### src/core/avmd_pkg.sv
// package for the picture/sound silence detector: constants and carriers
// assumes one pixel-rate clock domain, no software-visible registers
package avmd_pkg;

  // silence command pattern seen in blanking
  localparam logic [23:0] SILENCE_PATTERN = 24'h666666;
  // config byte and its bit positions (kept for reference by pin straps)
  localparam logic [7:0]  CFG_OFFSET      = 8'h12;
  localparam int          POLARITY_BIT    = 5;
  localparam int          PASSTHRU_BIT    = 6;
  // reset values and default fifo depth
  localparam logic        POLARITY_RESET  = 1'b0;
  localparam logic        PASSTHRU_RESET  = 1'b0;
  localparam int          FIFO_DEPTH      = 4;

  // pixel word with timing
  typedef struct packed {
    logic        hsync;
    logic        vsync;
    logic        pixel_valid_qualifier;
    logic [23:0] rgb;
  } avmd_pix_s;

  localparam int PIX_W = $bits(avmd_pix_s);

  typedef enum logic [1:0] {
    ST_RUN  = 2'b01,
    ST_MUTE = 2'b10
  } avmd_state_e;

endpackage : avmd_pkg

### src/core/avmd_detector.sv
// picture/sound silence detector: watches blanking words, mutes outputs
// assumes pixel words arrive on mclk from the link receiver with valid/ready
// Notes on behaviour
// - blanking word equal to pattern enters mute
// - mute silences audio and blanks video
// - matching blanking word mutes once an active word has been seen, unqualified
// - qualifier active high; polarity select inverts
// - qualifier never active: no mute check
// - blanking pass-through raises false mute risk
`timescale 1ns/100ps
module avmd_detector #(
  parameter int DEPTH = avmd_pkg::FIFO_DEPTH
) (
  // clock and reset
  input  wire logic               mclk,
  input  wire logic               rst,
  // configuration straps (pins, asynchronous)
  input  wire logic               qualifier_polarity_select,
  input  wire logic               blanking_pixel_passthrough,
  input  wire logic               silence_release,
  // pixel stream from link receiver
  input  wire logic               pix_in_valid,
  output logic                    pix_in_ready,
  input  wire avmd_pkg::avmd_pix_s pix_in,
  // audio sample from link receiver
  input  wire logic [31:0]        audio_in,
  // display and audio outputs
  output avmd_pkg::avmd_pix_s     pix_out,
  output logic                    pix_out_valid,
  input  wire logic               pix_out_ready,
  output logic [31:0]             audio_out,
  // status
  output logic                    picture_sound_silence,
  output logic                    passthrough_warn
);

  // two-flop synchronisers for pin inputs
  logic [2:0] sync_a;
  logic [2:0] sync_b;
  logic       pol;
  logic       passthru;
  logic       release_req;

  always_ff @(posedge mclk or posedge rst) begin
    if (rst) begin
      sync_a <= {avmd_pkg::PASSTHRU_RESET, avmd_pkg::POLARITY_RESET, 1'b0};
      sync_b <= {avmd_pkg::PASSTHRU_RESET, avmd_pkg::POLARITY_RESET, 1'b0};
    end else begin
      sync_a <= {blanking_pixel_passthrough, qualifier_polarity_select, silence_release};
      sync_b <= sync_a;
    end
  end

  assign passthru    = sync_b[2];
  assign pol         = sync_b[1];
  assign release_req = sync_b[0];

  // fifo decouples the receiver from a stalled display side
  avmd_pkg::avmd_pix_s f_data;
  logic                f_valid;
  logic                f_ready;

  avmd_fifo #(
    .WIDTH (avmd_pkg::PIX_W),
    .DEPTH (DEPTH)
  ) u_fifo (
    .mclk      (mclk),
    .rst       (rst),
    .in_valid  (pix_in_valid),
    .in_ready  (pix_in_ready),
    .in_data   (pix_in),
    .out_valid (f_valid),
    .out_ready (f_ready),
    .out_data  (f_data)
  );

  // output register takes a word when empty or being drained
  assign f_ready = !pix_out_valid || pix_out_ready;

  function automatic logic active_of(input logic q, input logic p);
    active_of = q ^ p;
  endfunction : active_of

  logic take;
  logic active;
  logic match;

  assign take   = f_valid && f_ready;
  assign active = active_of(f_data.pixel_valid_qualifier, pol);
  // unqualified compare: random blanking data can trip it, hence the partner
  // side should gate blanking data and pass-through should stay off
  assign match  = (f_data.rgb == avmd_pkg::SILENCE_PATTERN);

  // checking is armed only once an active period has been seen, so a link
  // that never asserts the qualifier cannot trigger mute
  logic seen_active;

  always_ff @(posedge mclk or posedge rst) begin
    if (rst) begin
      seen_active <= 1'b0;
    end else if (take && active) begin
      seen_active <= 1'b1;
    end
  end

  avmd_pkg::avmd_state_e state;
  avmd_pkg::avmd_state_e next_state;
  logic                  hit;

  assign hit = take && !active && seen_active && match;

  always_comb begin
    next_state = state;
    case (state)
      avmd_pkg::ST_RUN: begin
        if (hit) begin
          next_state = avmd_pkg::ST_MUTE;
        end
      end
      avmd_pkg::ST_MUTE: begin
        // a fresh command wins over a release in the same cycle
        if (release_req && !hit) begin
          next_state = avmd_pkg::ST_RUN;
        end
      end
      default: next_state = avmd_pkg::ST_RUN;
    endcase
  end

  always_ff @(posedge mclk or posedge rst) begin
    if (rst) begin
      state <= avmd_pkg::ST_RUN;
    end else begin
      state <= next_state;
    end
  end

  logic muting;
  assign muting = (next_state == avmd_pkg::ST_MUTE);

  // video path: timing passes, colour zeroed while muted
  always_ff @(posedge mclk or posedge rst) begin
    if (rst) begin
      pix_out       <= '0;
      pix_out_valid <= 1'b0;
    end else if (f_ready) begin
      pix_out_valid <= f_valid;
      if (take) begin
        pix_out.hsync                 <= f_data.hsync;
        pix_out.vsync                 <= f_data.vsync;
        pix_out.pixel_valid_qualifier <= f_data.pixel_valid_qualifier;
        pix_out.rgb                   <= muting ? 24'h000000 : f_data.rgb;
      end
    end
  end

  // audio path silenced while muted
  always_ff @(posedge mclk or posedge rst) begin
    if (rst) begin
      audio_out <= 32'h00000000;
    end else begin
      audio_out <= muting ? 32'h00000000 : audio_in;
    end
  end

  always_ff @(posedge mclk or posedge rst) begin
    if (rst) begin
      picture_sound_silence <= 1'b0;
      passthrough_warn      <= 1'b0;
    end else begin
      picture_sound_silence <= muting;
      passthrough_warn      <= passthru;
    end
  end

endmodule : avmd_detector

### src/core/avmd_fifo.sv
// small synchronous fifo with valid/ready on both sides
// assumes a single clock and async active-high reset
`timescale 1ns/100ps
module avmd_fifo #(
  parameter int WIDTH = 27,
  parameter int DEPTH = 4
) (
  // clock and reset
  input  wire logic             mclk,
  input  wire logic             rst,
  // fill side
  input  wire logic             in_valid,
  output logic                  in_ready,
  input  wire logic [WIDTH-1:0] in_data,
  // drain side
  output logic                  out_valid,
  input  wire logic             out_ready,
  output logic      [WIDTH-1:0] out_data
);
  localparam int AW = $clog2(DEPTH);

  logic [WIDTH-1:0] mem [DEPTH];
  logic [AW-1:0]    wr_ptr;
  logic [AW-1:0]    rd_ptr;
  logic [AW:0]      count;
  logic             push;
  logic             pop;

  assign in_ready  = (count != (AW+1)'(DEPTH));
  assign out_valid = (count != '0);
  assign out_data  = mem[rd_ptr];
  assign push      = in_valid && in_ready;
  assign pop       = out_valid && out_ready;

  always_ff @(posedge mclk) begin
    if (push) begin
      mem[wr_ptr] <= in_data;
    end
  end

  always_ff @(posedge mclk or posedge rst) begin
    if (rst) begin
      wr_ptr <= '0;
      rd_ptr <= '0;
      count  <= '0;
    end else begin
      if (push) begin
        wr_ptr <= (wr_ptr == AW'(DEPTH-1)) ? '0 : wr_ptr + 1'b1;
      end
      if (pop) begin
        rd_ptr <= (rd_ptr == AW'(DEPTH-1)) ? '0 : rd_ptr + 1'b1;
      end
      if (push && !pop) begin
        count <= count + 1'b1;
      end else if (pop && !push) begin
        count <= count - 1'b1;
      end
    end
  end

endmodule : avmd_fifo

### config.mk
export PLATFORM = sky130hd
export DESIGN_NAME = avmd_detector
export DESIGN_NICKNAME = d
export VERILOG_FILES = /design/src/core/avmd_pkg.sv /design/src/core/avmd_detector.sv /design/src/core/avmd_fifo.sv
export SDC_FILE = /design/constraint.sdc
export NUM_CORES = 1
export LEC_CHECK = 0
export ABC_AREA = 1
export BUFFER_PORTS_ARGS = -buffer_cell sky130_fd_sc_hd__clkbuf_2
export CAP_MARGIN = 30
export CORE_MARGIN = 2
export CORE_UTILIZATION = 56
export DETAILED_ROUTE_END_ITERATION = 8
export GPL_ROUTABILITY_DRIVEN = 0
export PLACE_DENSITY = 0.82
export SYNTH_ARGS = -nofsm -noshare
export SYNTH_HDL_FRONTEND = slang
export SYNTH_HIERARCHICAL = 1
export SYNTH_SLANG_ARGS = --single-unit
### constraint.sdc
create_clock -name mclk -period 2.7 [get_ports mclk]
set_input_delay 0.27 -clock mclk [delete_from_list [all_inputs] [get_ports mclk]]
set_output_delay 0.27 -clock mclk [all_outputs]
set_load 0.01 [all_outputs]
==> summary.txt, run 1 <==
Status
  – Run status: complete, no violations

Timing
  – FMAX: slightly above 0.4 GHz
  – Final period utilization: 0.915
  – Setup Skew: about 0.0068 ns
  – Max Slew Vio Count: 0
  – Least-Margin Pin Slew: between 0.7 and 0.8 ns
  – Final Hold Viols: 0
  – Post-route setup TNS: 0 ns
  – Final worst setup slack: ~0.23 ns
  – Fin crit period: between 2 and 2.5 ns
  – Setup violators final: 0
  – Rel. slew slack: 0.509
  – Hold slack: roughly 0.029 ns
  – RSZ-0062 raised after global routing: no

Synth
  – Largest cells by area after synthesis: edfxtp_1, dfrtp_1, nand2_1
  – Yosys warns: 6
  – Synth Instances: ~700
  – Synth Net Count: roughly 800
  – Sequential cell area fraction in the yosys report: 0.685
  – #FFs+latches synth: about 190
  – Yosys top cell area share: 0.427
  – Mean Syn Cell Area: 10.8 sq um
  – Yosys cell types: 21
  – Post-Syn Area: 7590 sq um
  – Cell taking the most area after synthesis: edfxtp_1

CTS
  – Clock Sinks: between 150 and 200
  – Root Buffer: clkbuf_16
  – CTS Buf Count: 17
  – Clk buf depth: 2
  – H-tree levels: 4
  – CTS tree: yes
  – Post-CTS Setup Inserts: 0
  – Later-pin clock latency in the skew report: 0.43 ns
  – Clock slew at reported path FFs: roughly 0.060 ns

Global routing
  – Largest net degree at the start of global routing: 54
  – Initial antenna violation count: 1
  – First-pass GRT wire length: 23.5 mm
  – Gr ovfl total: 0
  – Vias in the first global route: just under 5,000
  – GRT Overall Usage: 0.214

Floorplanning
  – Std-Cell Rows: 42
  – Core box area: ~13,000 sq um
  – Die area: around 14,000 sq um
  – Die Y: between 100 and 150 microns
  – Die X-Extent: around 120 microns
  – Starting Density: 0.573
  – Io pins: around 130

Critical path
  – R2R setup slack: 0.23 ns
  – Setup crit start: u_fifo/rd_ptr[0]$_DFFE_PP0P_
  – Worst Path Max Fanout: 50
  – Reg2Reg Depth: 12
  – RR Endpoint: audio_out[2]$_DFF_PP0_
  – Crit-path slowest cell: dfrtp_4
  – Critical path's largest stage delay: around 0.58 ns
  – CP Cell Sequence: buf_12, o211ai_1, nand2_1, inv_1, nand4_1, nor2_1, nand3_1, a21oi_1, nand3_2, buf_12, nand2_1, inv_1
  – Critical path class: reg2reg
  – CP Launch Type: register
  – Crit end category: register
  – CP required: around 3.0 ns
  – Critical Path End: audio_out[2]$_DFF_PP0_
  – Reg2reg start: u_fifo/rd_ptr[0]$_DFFE_PP0P_
  – Critical path arrival: approximately 2.8 ns

Detailed routing
  – Iter 0 DRT Violations: roughly 340
  – DRT Pass-1 Iters: 5
  – # DRC: 0
  – Vias: just over 5,000
  – WL/cell: ~14 microns
  – Routed wire length: about 15 mm
  – Final ANT Viol Nets: 0
  – Via density: between 4 and 5

Layout
  – Final net count: roughly 910
  – ANT cells: 0
  – Non-filler cells, final: roughly 1,000
  – Layout Utilization: 0.678
  – Share of cells above drive strength 1: 0.211
  – Layout area overhead: 18.3%

Hold path
  – Hold path depth: 3
  – Hold Crit Start: audio_in[13]
  – Worst hold-check path type: in2reg

Power and ir drop
  – Pwr/cell area: approximately 1000 nW/um^2
  – VDD IR max: between 0.0005 and 0.0006 V
  – Leakage: 4.42 nW

Flow run
  – MaxCap Viol Count: 0

Placed design
  – HPWL Detailed: between 9 and 10 mm
  – I/O Buffers: roughly 130
  – Setup WS pre-CTS: ~0.29 ns
  – Placed instance count: 990
[sequential cells by signal, summed over array words and instances (netlist names)]
signal / cells
u_fifo/mem: 108
audio_out: 32
pix_out: 27
sync_a: 3
sync_b: 3
u_fifo/count: 3
state: 2
u_fifo/rd_ptr: 2
u_fifo/wr_ptr: 2
passthrough_warn: 1
picture_sound_silence: 1
pix_out_valid: 1
seen_active: 1
[repair_timing]
action                                 4_1_cts  5_1_grt
hold buffers                                 4        0
endpoints found under the hold margin       45        0
setup endpoints to repair                    0        5
resized for setup                            0        2
[Yosys cell counts]
cell / n
nand3b_1: 1
o211ai_1: 54
o21ai_0: 2
xnor2_1: 1
nor2_1: 38
ha_1: 8
buf_4: 3
dfstp_2: 1
nand2_2: 1
edfxtp_1: 108
nand3_1: 11
a21oi_1: 1
inv_2: 1
dfrtp_1: 77
buf_2: 5
clkbuf_1: 5
fa_1: 1
nand4_1: 3
nand2_1: 230
inv_1: 136
buf_6: 15
[cell usage in the layout, fill, tap and decap left out, types with 2 or more instances in the layout]
cell type | synthesis | final
inv_1 | 136 | 135
nand2_1 | 230 | 230
nor2_2 | 0 | 4
dfrtp_1 | 77 | 76
clkbuf_16 | 0 | 17
clkinvlp_2 | 0 | 2
clkinv_1 | 0 | 2
nor2_1 | 38 | 34
nand3_1 | 11 | 10
ha_1 | 8 | 8
clkinvlp_4 | 0 | 2
edfxtp_1 | 108 | 108
o211ai_1 | 54 | 54
buf_4 | 3 | 9
clkinv_4 | 0 | 3
clkbuf_2 | 0 | 128
inv_6 | 0 | 3
nand4_1 | 3 | 3
bufinv_16 | 0 | 2
buf_12 | 0 | 3
o21ai_0 | 2 | 2
dlygate4sd3_1 | 0 | 4
[critical path, delay by kind of cell (launching register included)]
family                 cells  cell delay [ns]
AND/OR/NAND/NOR            6             0.69
flip-flops                 1             0.58
AO/OA/AOI/OAI              2             0.46
buffers and inverters      4             0.59
[logic make-up after synthesis]
| group | synth area share |
|---|---|
| AOI/OAI and AO/OA | 0.0554 |
| xor gates and xnor gates | 0.00115 |
| adders and majority gates | 0.0158 |
| buffers and inverters | 0.0988 |
| DFF | 0.685 |
| and+or+nand+nor | 0.144 |
[metrics by stage]
| step | instance area [sq um] | power [mW] |
|---|---|---|
| 3_3_place_gp | 8360 | 6.87 |
| 2_1_floorplan | 7590 | 6.13 |
| 5_1_grt | 8980 | 9.95 |
| 4_1_cts | 8970 | 9.40 |
| 3_5_place_dp | 8360 | 6.97 |
| 6_report | 8980 | 9.34 |
[power by group]
group,internal [mW],switching [mW]
Sequential,3.68,0.286
Combinational,1.02,1.99
Clock,1.36,1.02
[per-layer routing]
layer | up-vias | track usage | part of all wire
li1 | 2485 | - | -
met1 | 2387 | 0.266 | 0.42
met2 | 155 | 0.350 | 0.49
met3 | 20 | 0.0575 | 0.070
met4 | 0 | 0.0988 | 0.021
met5 | - | 0 | 0
[worst min path at each step]
stage / endpoint / slack [ns]
6_report: audio_out[13]$_DFF_PP0_ / 0.03
5_1_grt: audio_out[19]$_DFF_PP0_ / 0.02
4_1_cts: audio_out[26]$_DFF_PP0_ / 0.01
3_5_place_dp: u_fifo/count[1]$_DFFE_PP0P_ / 0.23
3_3_place_gp: u_fifo/count[2]$_DFFE_PP0P_ / 0.23
2_1_floorplan: u_fifo/count[0]$_DFFE_PP0P_ / 0.07
[final cells by class]
class,count,area [sq um]
clock inverter,14,145
sequential,186,5200
timing repair buffer,144,808
tap,176,220
multi-input combinational,351,1660
inverter,137,515
fill,957,4270
clock buffer,18,429
Power figures use the tool's default switching activity.
==> run 2: changes to the inputs <==
Settings changed: CELL_PAD_IN_SITES_DETAIL_PLACEMENT set to 1, CELL_PAD_IN_SITES_GLOBAL_PLACEMENT set to 1, CORE_UTILIZATION 56 to 47, PLACE_DENSITY 0.82 to 0.86.
Clock period 2.7 ns to 3.2 ns, I/O delays scaled along.
==> summary.txt, run 2 (synthesized netlist as in run 1, its figures left out) <==
Timing
  – Least-Margin Pin Slew: 0.575 ns (-0.160 ns)
  – FMAX: 0.348 GHz (-14%)
  – Rel. slew slack: 0.616 (+0.107)
  – Setup Skew: 0.0124 ns (+0.00558 ns)
  – Final period utilization: 0.898 (-0.0171)
  – Max Slew Vio Count: 0 (unchanged)
  – Final Hold Viols: 0 (unchanged)
  – RSZ-0062 raised after global routing: no
  – Setup violators final: 0 (unchanged)
  – Final worst setup slack: 0.327 ns (+0.0973 ns)
  – Post-route setup TNS: 0 ns (unchanged)
  – Fin crit period: 2.87 ns (+0.403 ns)

Flow run
  – MaxCap Viol Count: 0 (unchanged)

Layout
  – Share of cells above drive strength 1: 0.213 (+0.00260)
  – Max reg flops: 108 (unchanged)
  – Layout Utilization: 0.570 (-0.108)
  – Most frequent cells in the layout: nand2_1, inv_1, clkbuf_2
  – Largest Register: u_fifo/mem
  – Commonest non-fill, non-tap cell in the layout: nand2_1
  – Non-filler cells, final: 1,065 (+3.8%)
  – Layout area overhead: 18.8%
  – ANT cells: 0 (unchanged)
  – Fill cell count: 1,746 (+82%)
  – Final net count: 911 (-0.11%)
  – Top Registers: u_fifo/mem: 108 flops, audio_out: 32 flops, pix_out: 27 flops

Floorplanning
  – Die area: 17,200 sq um (+18%)
  – Core box area: 15,800 sq um (+20%)
  – Std-Cell Rows: 46 (+9.5%)
  – Die Y: 131 microns (+8.8%)
  – Starting Density: 0.479 (-0.0936)
  – Die X-Extent: 131 microns (+8.8%)
  – Io pins: 129 (unchanged)

Placed design
  – Placed instance count: 1,029 (+3.9%)
  – I/O Buffers: 128 (unchanged)
  – Setup WS pre-CTS: 0.455 ns (+0.166 ns)
  – HPWL Detailed: 12.3 mm (+29%)

Hold path
  – Worst hold-check path type: in2reg

Global routing
  – First-pass GRT wire length: 28.8 mm (+23%)
  – Initial antenna violation count: 0 (-1)
  – Gr ovfl total: 0 (unchanged)
  – GRT Overall Usage: 0.227 (+0.0132)
  – Vias in the first global route: 5,626 (+15%)
  – Largest net degree at the start of global routing: 58 (+7.4%)

Critical path
  – Crit end category: register
  – Cell mode on critical path: nand2_1
  – Critical path arrival: 3.17 ns (+0.38 ns)
  – Top delay family on crit path: simple AND/OR/NAND/NOR gates
  – Crit-path slowest cell: dfrtp_2
  – CP required: 3.50 ns (+0.48 ns)
  – Critical path's largest stage delay: 0.67 ns (+0.09 ns)
  – CP Buf/Inv Count: 3 (-1)
  – CP Cell Sequence: buf_12, nand2_1, o211ai_1, nand2_1, inv_1, nand2_1, nor2_1, nand2_1, nor2_1, nand3_1, nand2_1, nand2_1, nand2_1, nand3_2, buf_4, nand2_1, nand2_1
  – Worst Path Max Fanout: 57 (+14%)
  – CP Launch Type: register
  – Critical path class: reg2reg

CTS
  – Root Buffer: clkbuf_16
  – Clk buf depth: 2 (unchanged)
  – Clock Sinks: 186 (unchanged)
  – H-tree levels: 4 (unchanged)
  – Post-CTS Setup Inserts: 0 (unchanged)
  – CTS Buf Count: 17 (unchanged)
  – Later-pin clock latency in the skew report: 0.43 ns (about the same)
  – Clock slew at reported path FFs: 0.07 ns (about the same)
  – CTS tree: yes

Power and ir drop
  – Overall Power: 8.12 mW (-13%)
  – Pwr/cell area: 900 nW/um^2 (-14%)
  – VDD IR max: 0.000479 V (-16%)
  – Leakage: 4.43 nW (+0.29%)

Detailed routing
  – Final ANT Viol Nets: 0 (unchanged)
  – Iter 0 DRT Violations: 266 (-21%)
  – Vias: 5,236 (+3.7%)
  – # DRC: 0 (unchanged)
  – DRT Pass-1 Iters: 4 (-1)
  – WL/cell: 17.4 microns (+22%)
  – Via density: 4.92 (about the same)
  – Routed wire length: 18.5 mm (+27%)

Status
  – Run status: complete, no violations
==> run 2: per-layer routing <==
layer  vias up  wire length, microns  share of wire  GRT usage
li1       2476                     -              -          -
met1      2575                  7590           0.41      0.266
met2       145                  9330           0.50      0.395
met3        40                  1200          0.065     0.0670
met4         0                   427          0.023     0.0845
met5         -                     0              0          0
==> run 2: cell type report <==
class,count,area [sq um],share of cell area
Clock inverter,11,76.3,0.00846
Tap cell,216,270,0.0300
Inverter,137,514,0.0570
Clock buffer,21,514,0.0570
Multi-Input combinational cell,351,1660,0.184
Timing Repair Buffer,143,788,0.0874
Sequential cell,186,5200,0.576
==> run 2: what timing repair did <==
action	4_1_cts	5_1_grt
hold endpoints to repair	30	0
gates resized for setup	0	0
hold buffers	4	0
==> run 2: path summary, 6_finish.rpt <==
kind	depth (start not counted)	end	slack [ns]	from
min in group asynchronous	3	u_fifo/wr_ptr[1]$_DFFE_PP0P_	0.40	rst
worst min register to register	0	sync_b[0]$_DFF_PP0_	0.37	sync_a[0]$_DFF_PP0_
worst max-delay path	17	pix_out[3]$_DFFE_PP0P_	0.33	u_fifo/rd_ptr[0]$_DFFE_PP0P_
worst max register to register	17	pix_out[3]$_DFFE_PP0P_	0.33	u_fifo/rd_ptr[0]$_DFFE_PP0P_
worst min-delay path	3	audio_out[9]$_DFF_PP0_	0.08	audio_in[9]
max in group asynchronous	4	state[0]$_DFF_PP1_	1.98	rst
==> run 2: power breakdown <==
part	switching [mW]	internal (mW)	leakage [nW]	total (mW)
clock network	0.910	1.16	0.292	2.07
registers	0.267	3.10	1.91	3.37
logic	1.82	0.857	2.22	2.68
total	3.00	5.11	4.43	8.12
==> run 2: per-stage QoR <==
stage	instance area [sq um]	hold WS, ns
floorplan	7590	0.123
global placement	8390	0.292
finish	9020	0.0752
detailed placement	8390	0.297
global route	9020	0.0718
CTS	9020	0.0606
==> run 2: worst register-to-register path: cells and delay by family, from the launching register on <==
family,cells,cell delay (ns)
and+or+nand+nor,13,1.29
buffers and inverters,3,0.69
DFF,1,0.67
AOI/OAI and AO/OA,1,0.11
==> run 3: changes to the inputs <==
Settings changed: CTS_CLUSTER_DIAMETER set to 200, PLACE_DENSITY 0.86 to 0.85, TNS_END_PERCENT set to 100.
==> summary.txt, run 3 (synthesized netlist as in run 1, its figures left out) <==
Timing
  – Fin crit period: 2.93 ns (+0.0527 ns)
  – RSZ-0062 raised after global routing: no
  – Least-Margin Pin Slew: 0.547 ns (-0.0280 ns)
  – Rel. slew slack: 0.635 (+0.0187)
  – FMAX: 0.342 GHz (-1.8%)
  – Setup violators final: 0 (unchanged)
  – Final Hold Viols: 0 (unchanged)
  – Max Slew Vio Count: 0 (unchanged)
  – Post-route setup TNS: 0 ns (unchanged)
  – Final period utilization: 0.914 (+0.0165)
  – Setup Skew: 0.00832 ns (-0.00409 ns)

Global routing
  – GRT Overall Usage: 0.220 (-0.00700)
  – Met2 Usage GRT: 0.385 (-0.0104)
  – First-pass GRT wire length: 28.4 mm (-1.6%)
  – Gr ovfl total: 0 (unchanged)
  – Initial antenna violation count: 0 (unchanged)
  – Largest net degree at the start of global routing: 54 (-6.9%)
  – GRT met3 Usage: 0.0471 (-0.0199)
  – Vias in the first global route: 5,522 (-1.8%)
  – GRT Max-Usage Layer: met2
  – GR Util met1: 0.270 (+0.00368)

Layout
  – Largest Register: u_fifo/mem
  – Commonest non-fill, non-tap cell in the layout: nand2_1
  – Share of cells above drive strength 1: 0.212 (-0.00118)
  – Top Registers: u_fifo/mem: 108 flops, audio_out: 32 flops, pix_out: 27 flops
  – Most frequent cells in the layout: nand2_1, inv_1, clkbuf_2
  – Layout Utilization: 0.570 (about the same)
  – Fill cell count: 1,725 (-1.2%)
  – Final net count: 911 (unchanged)
  – Layout area overhead: 18.8% (about the same)
  – ANT cells: 0 (unchanged)
  – Max reg flops: 108 (unchanged)

Hold path
  – Worst hold-check path type: in2reg
  – Hold Crit Start: silence_release
  – Hold path endpoint: sync_a[0]$_DFF_PP0_
  – Hold path depth: 1 (-2)

CTS
  – Clock slew at reported path FFs: 0.07 ns (about the same)
  – Later-pin clock latency in the skew report: 0.43 ns (about the same)
  – CTS tree: yes
  – CTS Buf Count: 17 (unchanged)
  – Clk buf depth: 2 (unchanged)
  – Clock Sinks: 186 (unchanged)
  – H-tree levels: 4 (unchanged)
  – Root Buffer: clkbuf_16

Floorplanning
  – Die Y: 131 microns (unchanged)
  – Std-Cell Rows: 46 (unchanged)
  – Io pins: 129 (unchanged)
  – Core box area: 15,800 sq um (unchanged)
  – Die X-Extent: 131 microns (unchanged)
  – Starting Density: 0.479 (unchanged)
  – Die area: 17,200 sq um (unchanged)

Power and ir drop
  – VDD IR max: 0.000495 V (+3.5%)
  – Pwr/cell area: 901 nW/um^2 (+0.11%)
  – Leakage: 4.42 nW (-0.25%)

Detailed routing
  – # DRC: 0 (unchanged)
  – DRT Pass-1 Iters: 4 (unchanged)
  – Vias: 5,205 (-0.59%)
  – Routed wire length: 17.9 mm (-3.5%)
  – WL/cell: 16.8 microns (-3.5%)
  – Via density: 4.89 (-0.59%)
  – Final ANT Viol Nets: 0 (unchanged)
  – Iter 0 DRT Violations: 268 (+0.75%)

Critical path
  – RR Endpoint: pix_out[11]$_DFFE_PP0P_
  – Critical path arrival: 3.24 ns (+0.07 ns)
  – Reg2reg start: u_fifo/rd_ptr[0]$_DFFE_PP0P_
  – R2R setup slack: 0.27 ns (-0.05 ns)
  – Reg2Reg Depth: 13 (-4)
  – Crit end category: register
  – CP required: 3.51 ns (about the same)
  – Worst Path Max Fanout: 47 (-18%)
  – CP Launch Type: register
  – Critical path class: reg2reg

Flow run
  – MaxCap Viol Count: 0 (unchanged)

Status
  – Run status: complete, no violations

Placed design
  – HPWL Detailed: 12.1 mm (-1.5%)
  – I/O Buffers: 128 (unchanged)
-- run 3: changes by cell type in the layout (fill, tap and decap cells not counted), moves of 2 or more --
cell,delta
clkinv_2,-2
bufinv_16,+3
clkbuf_16,-3
buf_4,+2
-- run 3: worst max path at each step --
stage                                      start                    endpoint
floorplan            u_fifo/count[0]$_DFFE_PP0P_  u_fifo/mem[0][0]$_DFFE_PP_
global placement    u_fifo/rd_ptr[0]$_DFFE_PP0P_     pix_out[10]$_DFFE_PP0P_
detailed placement  u_fifo/rd_ptr[0]$_DFFE_PP0P_     audio_out[27]$_DFF_PP0_
CTS                 u_fifo/rd_ptr[0]$_DFFE_PP0P_     pix_out[11]$_DFFE_PP0P_
global route        u_fifo/rd_ptr[0]$_DFFE_PP0P_     pix_out[11]$_DFFE_PP0P_
finish              u_fifo/rd_ptr[0]$_DFFE_PP0P_     pix_out[11]$_DFFE_PP0P_
-- run 3: critical path, cell delays in order (launching register included) --
cell      delay, ns
dfrtp_4        0.61
buf_4          0.41
o211ai_1       0.18
nand2_1        0.12
nand2_1        0.07
nor2_1         0.12
nand2_1        0.07
nor2_1         0.13
nand3_1        0.16
a21oi_1        0.29
nand3_2        0.12
buf_4          0.29
nand2_1        0.13
nand2_1        0.08
-- run 3: where the power goes --
| part | internal, mW | switching [mW] | total [mW] |
|---|---|---|---|
| logic | 0.839 | 1.77 | 2.61 |
| clock network | 1.23 | 0.903 | 2.14 |
| registers | 3.10 | 0.278 | 3.38 |
| total | 5.17 | 2.95 | 8.12 |
-- run 3: what timing repair did --
action,CTS,global route
buffers inserted,0,0
hold buffers,3,0
gates resized for setup,0,1
hold endpoints to repair,38,0
setup endpoints to repair,0,46
-- run 3: cell type report --
class	count	area [sq um]	area share
Clock buffer	18	429	0.0476
Clock inverter	14	170	0.0189
Inverter	137	514	0.0570
Multi-Input combinational cell	351	1660	0.184
Sequential cell	186	5200	0.577
Tap cell	216	270	0.0300
Timing Repair Buffer	143	773	0.0858
-- run 3: routing by layer --
layer / vias up / wire (microns)
li1: 2477 / -
met5: - / 0
met3: 17 / 1070
met1: 2569 / 7380
met4: 0 / 251
met2: 142 / 9190
-- run 3: through the flow --
stage / hold slack (ns) / cell area, sq um / worst slack [ns] / cells / total power, mW
floorplan: 0.123 / 7590 / 0.835 / 702 / 5.17
global placement: 0.295 / 8380 / 0.526 / 1030 / 5.83
detailed placement: 0.295 / 8380 / 0.317 / 1030 / 5.99
CTS: 0.00422 / 9010 / 0.161 / 1065 / 8.19
global route: 0.00344 / 9010 / 0.00890 / 1065 / 8.65
finish: 0.0191 / 9010 / 0.275 / 1065 / 8.12
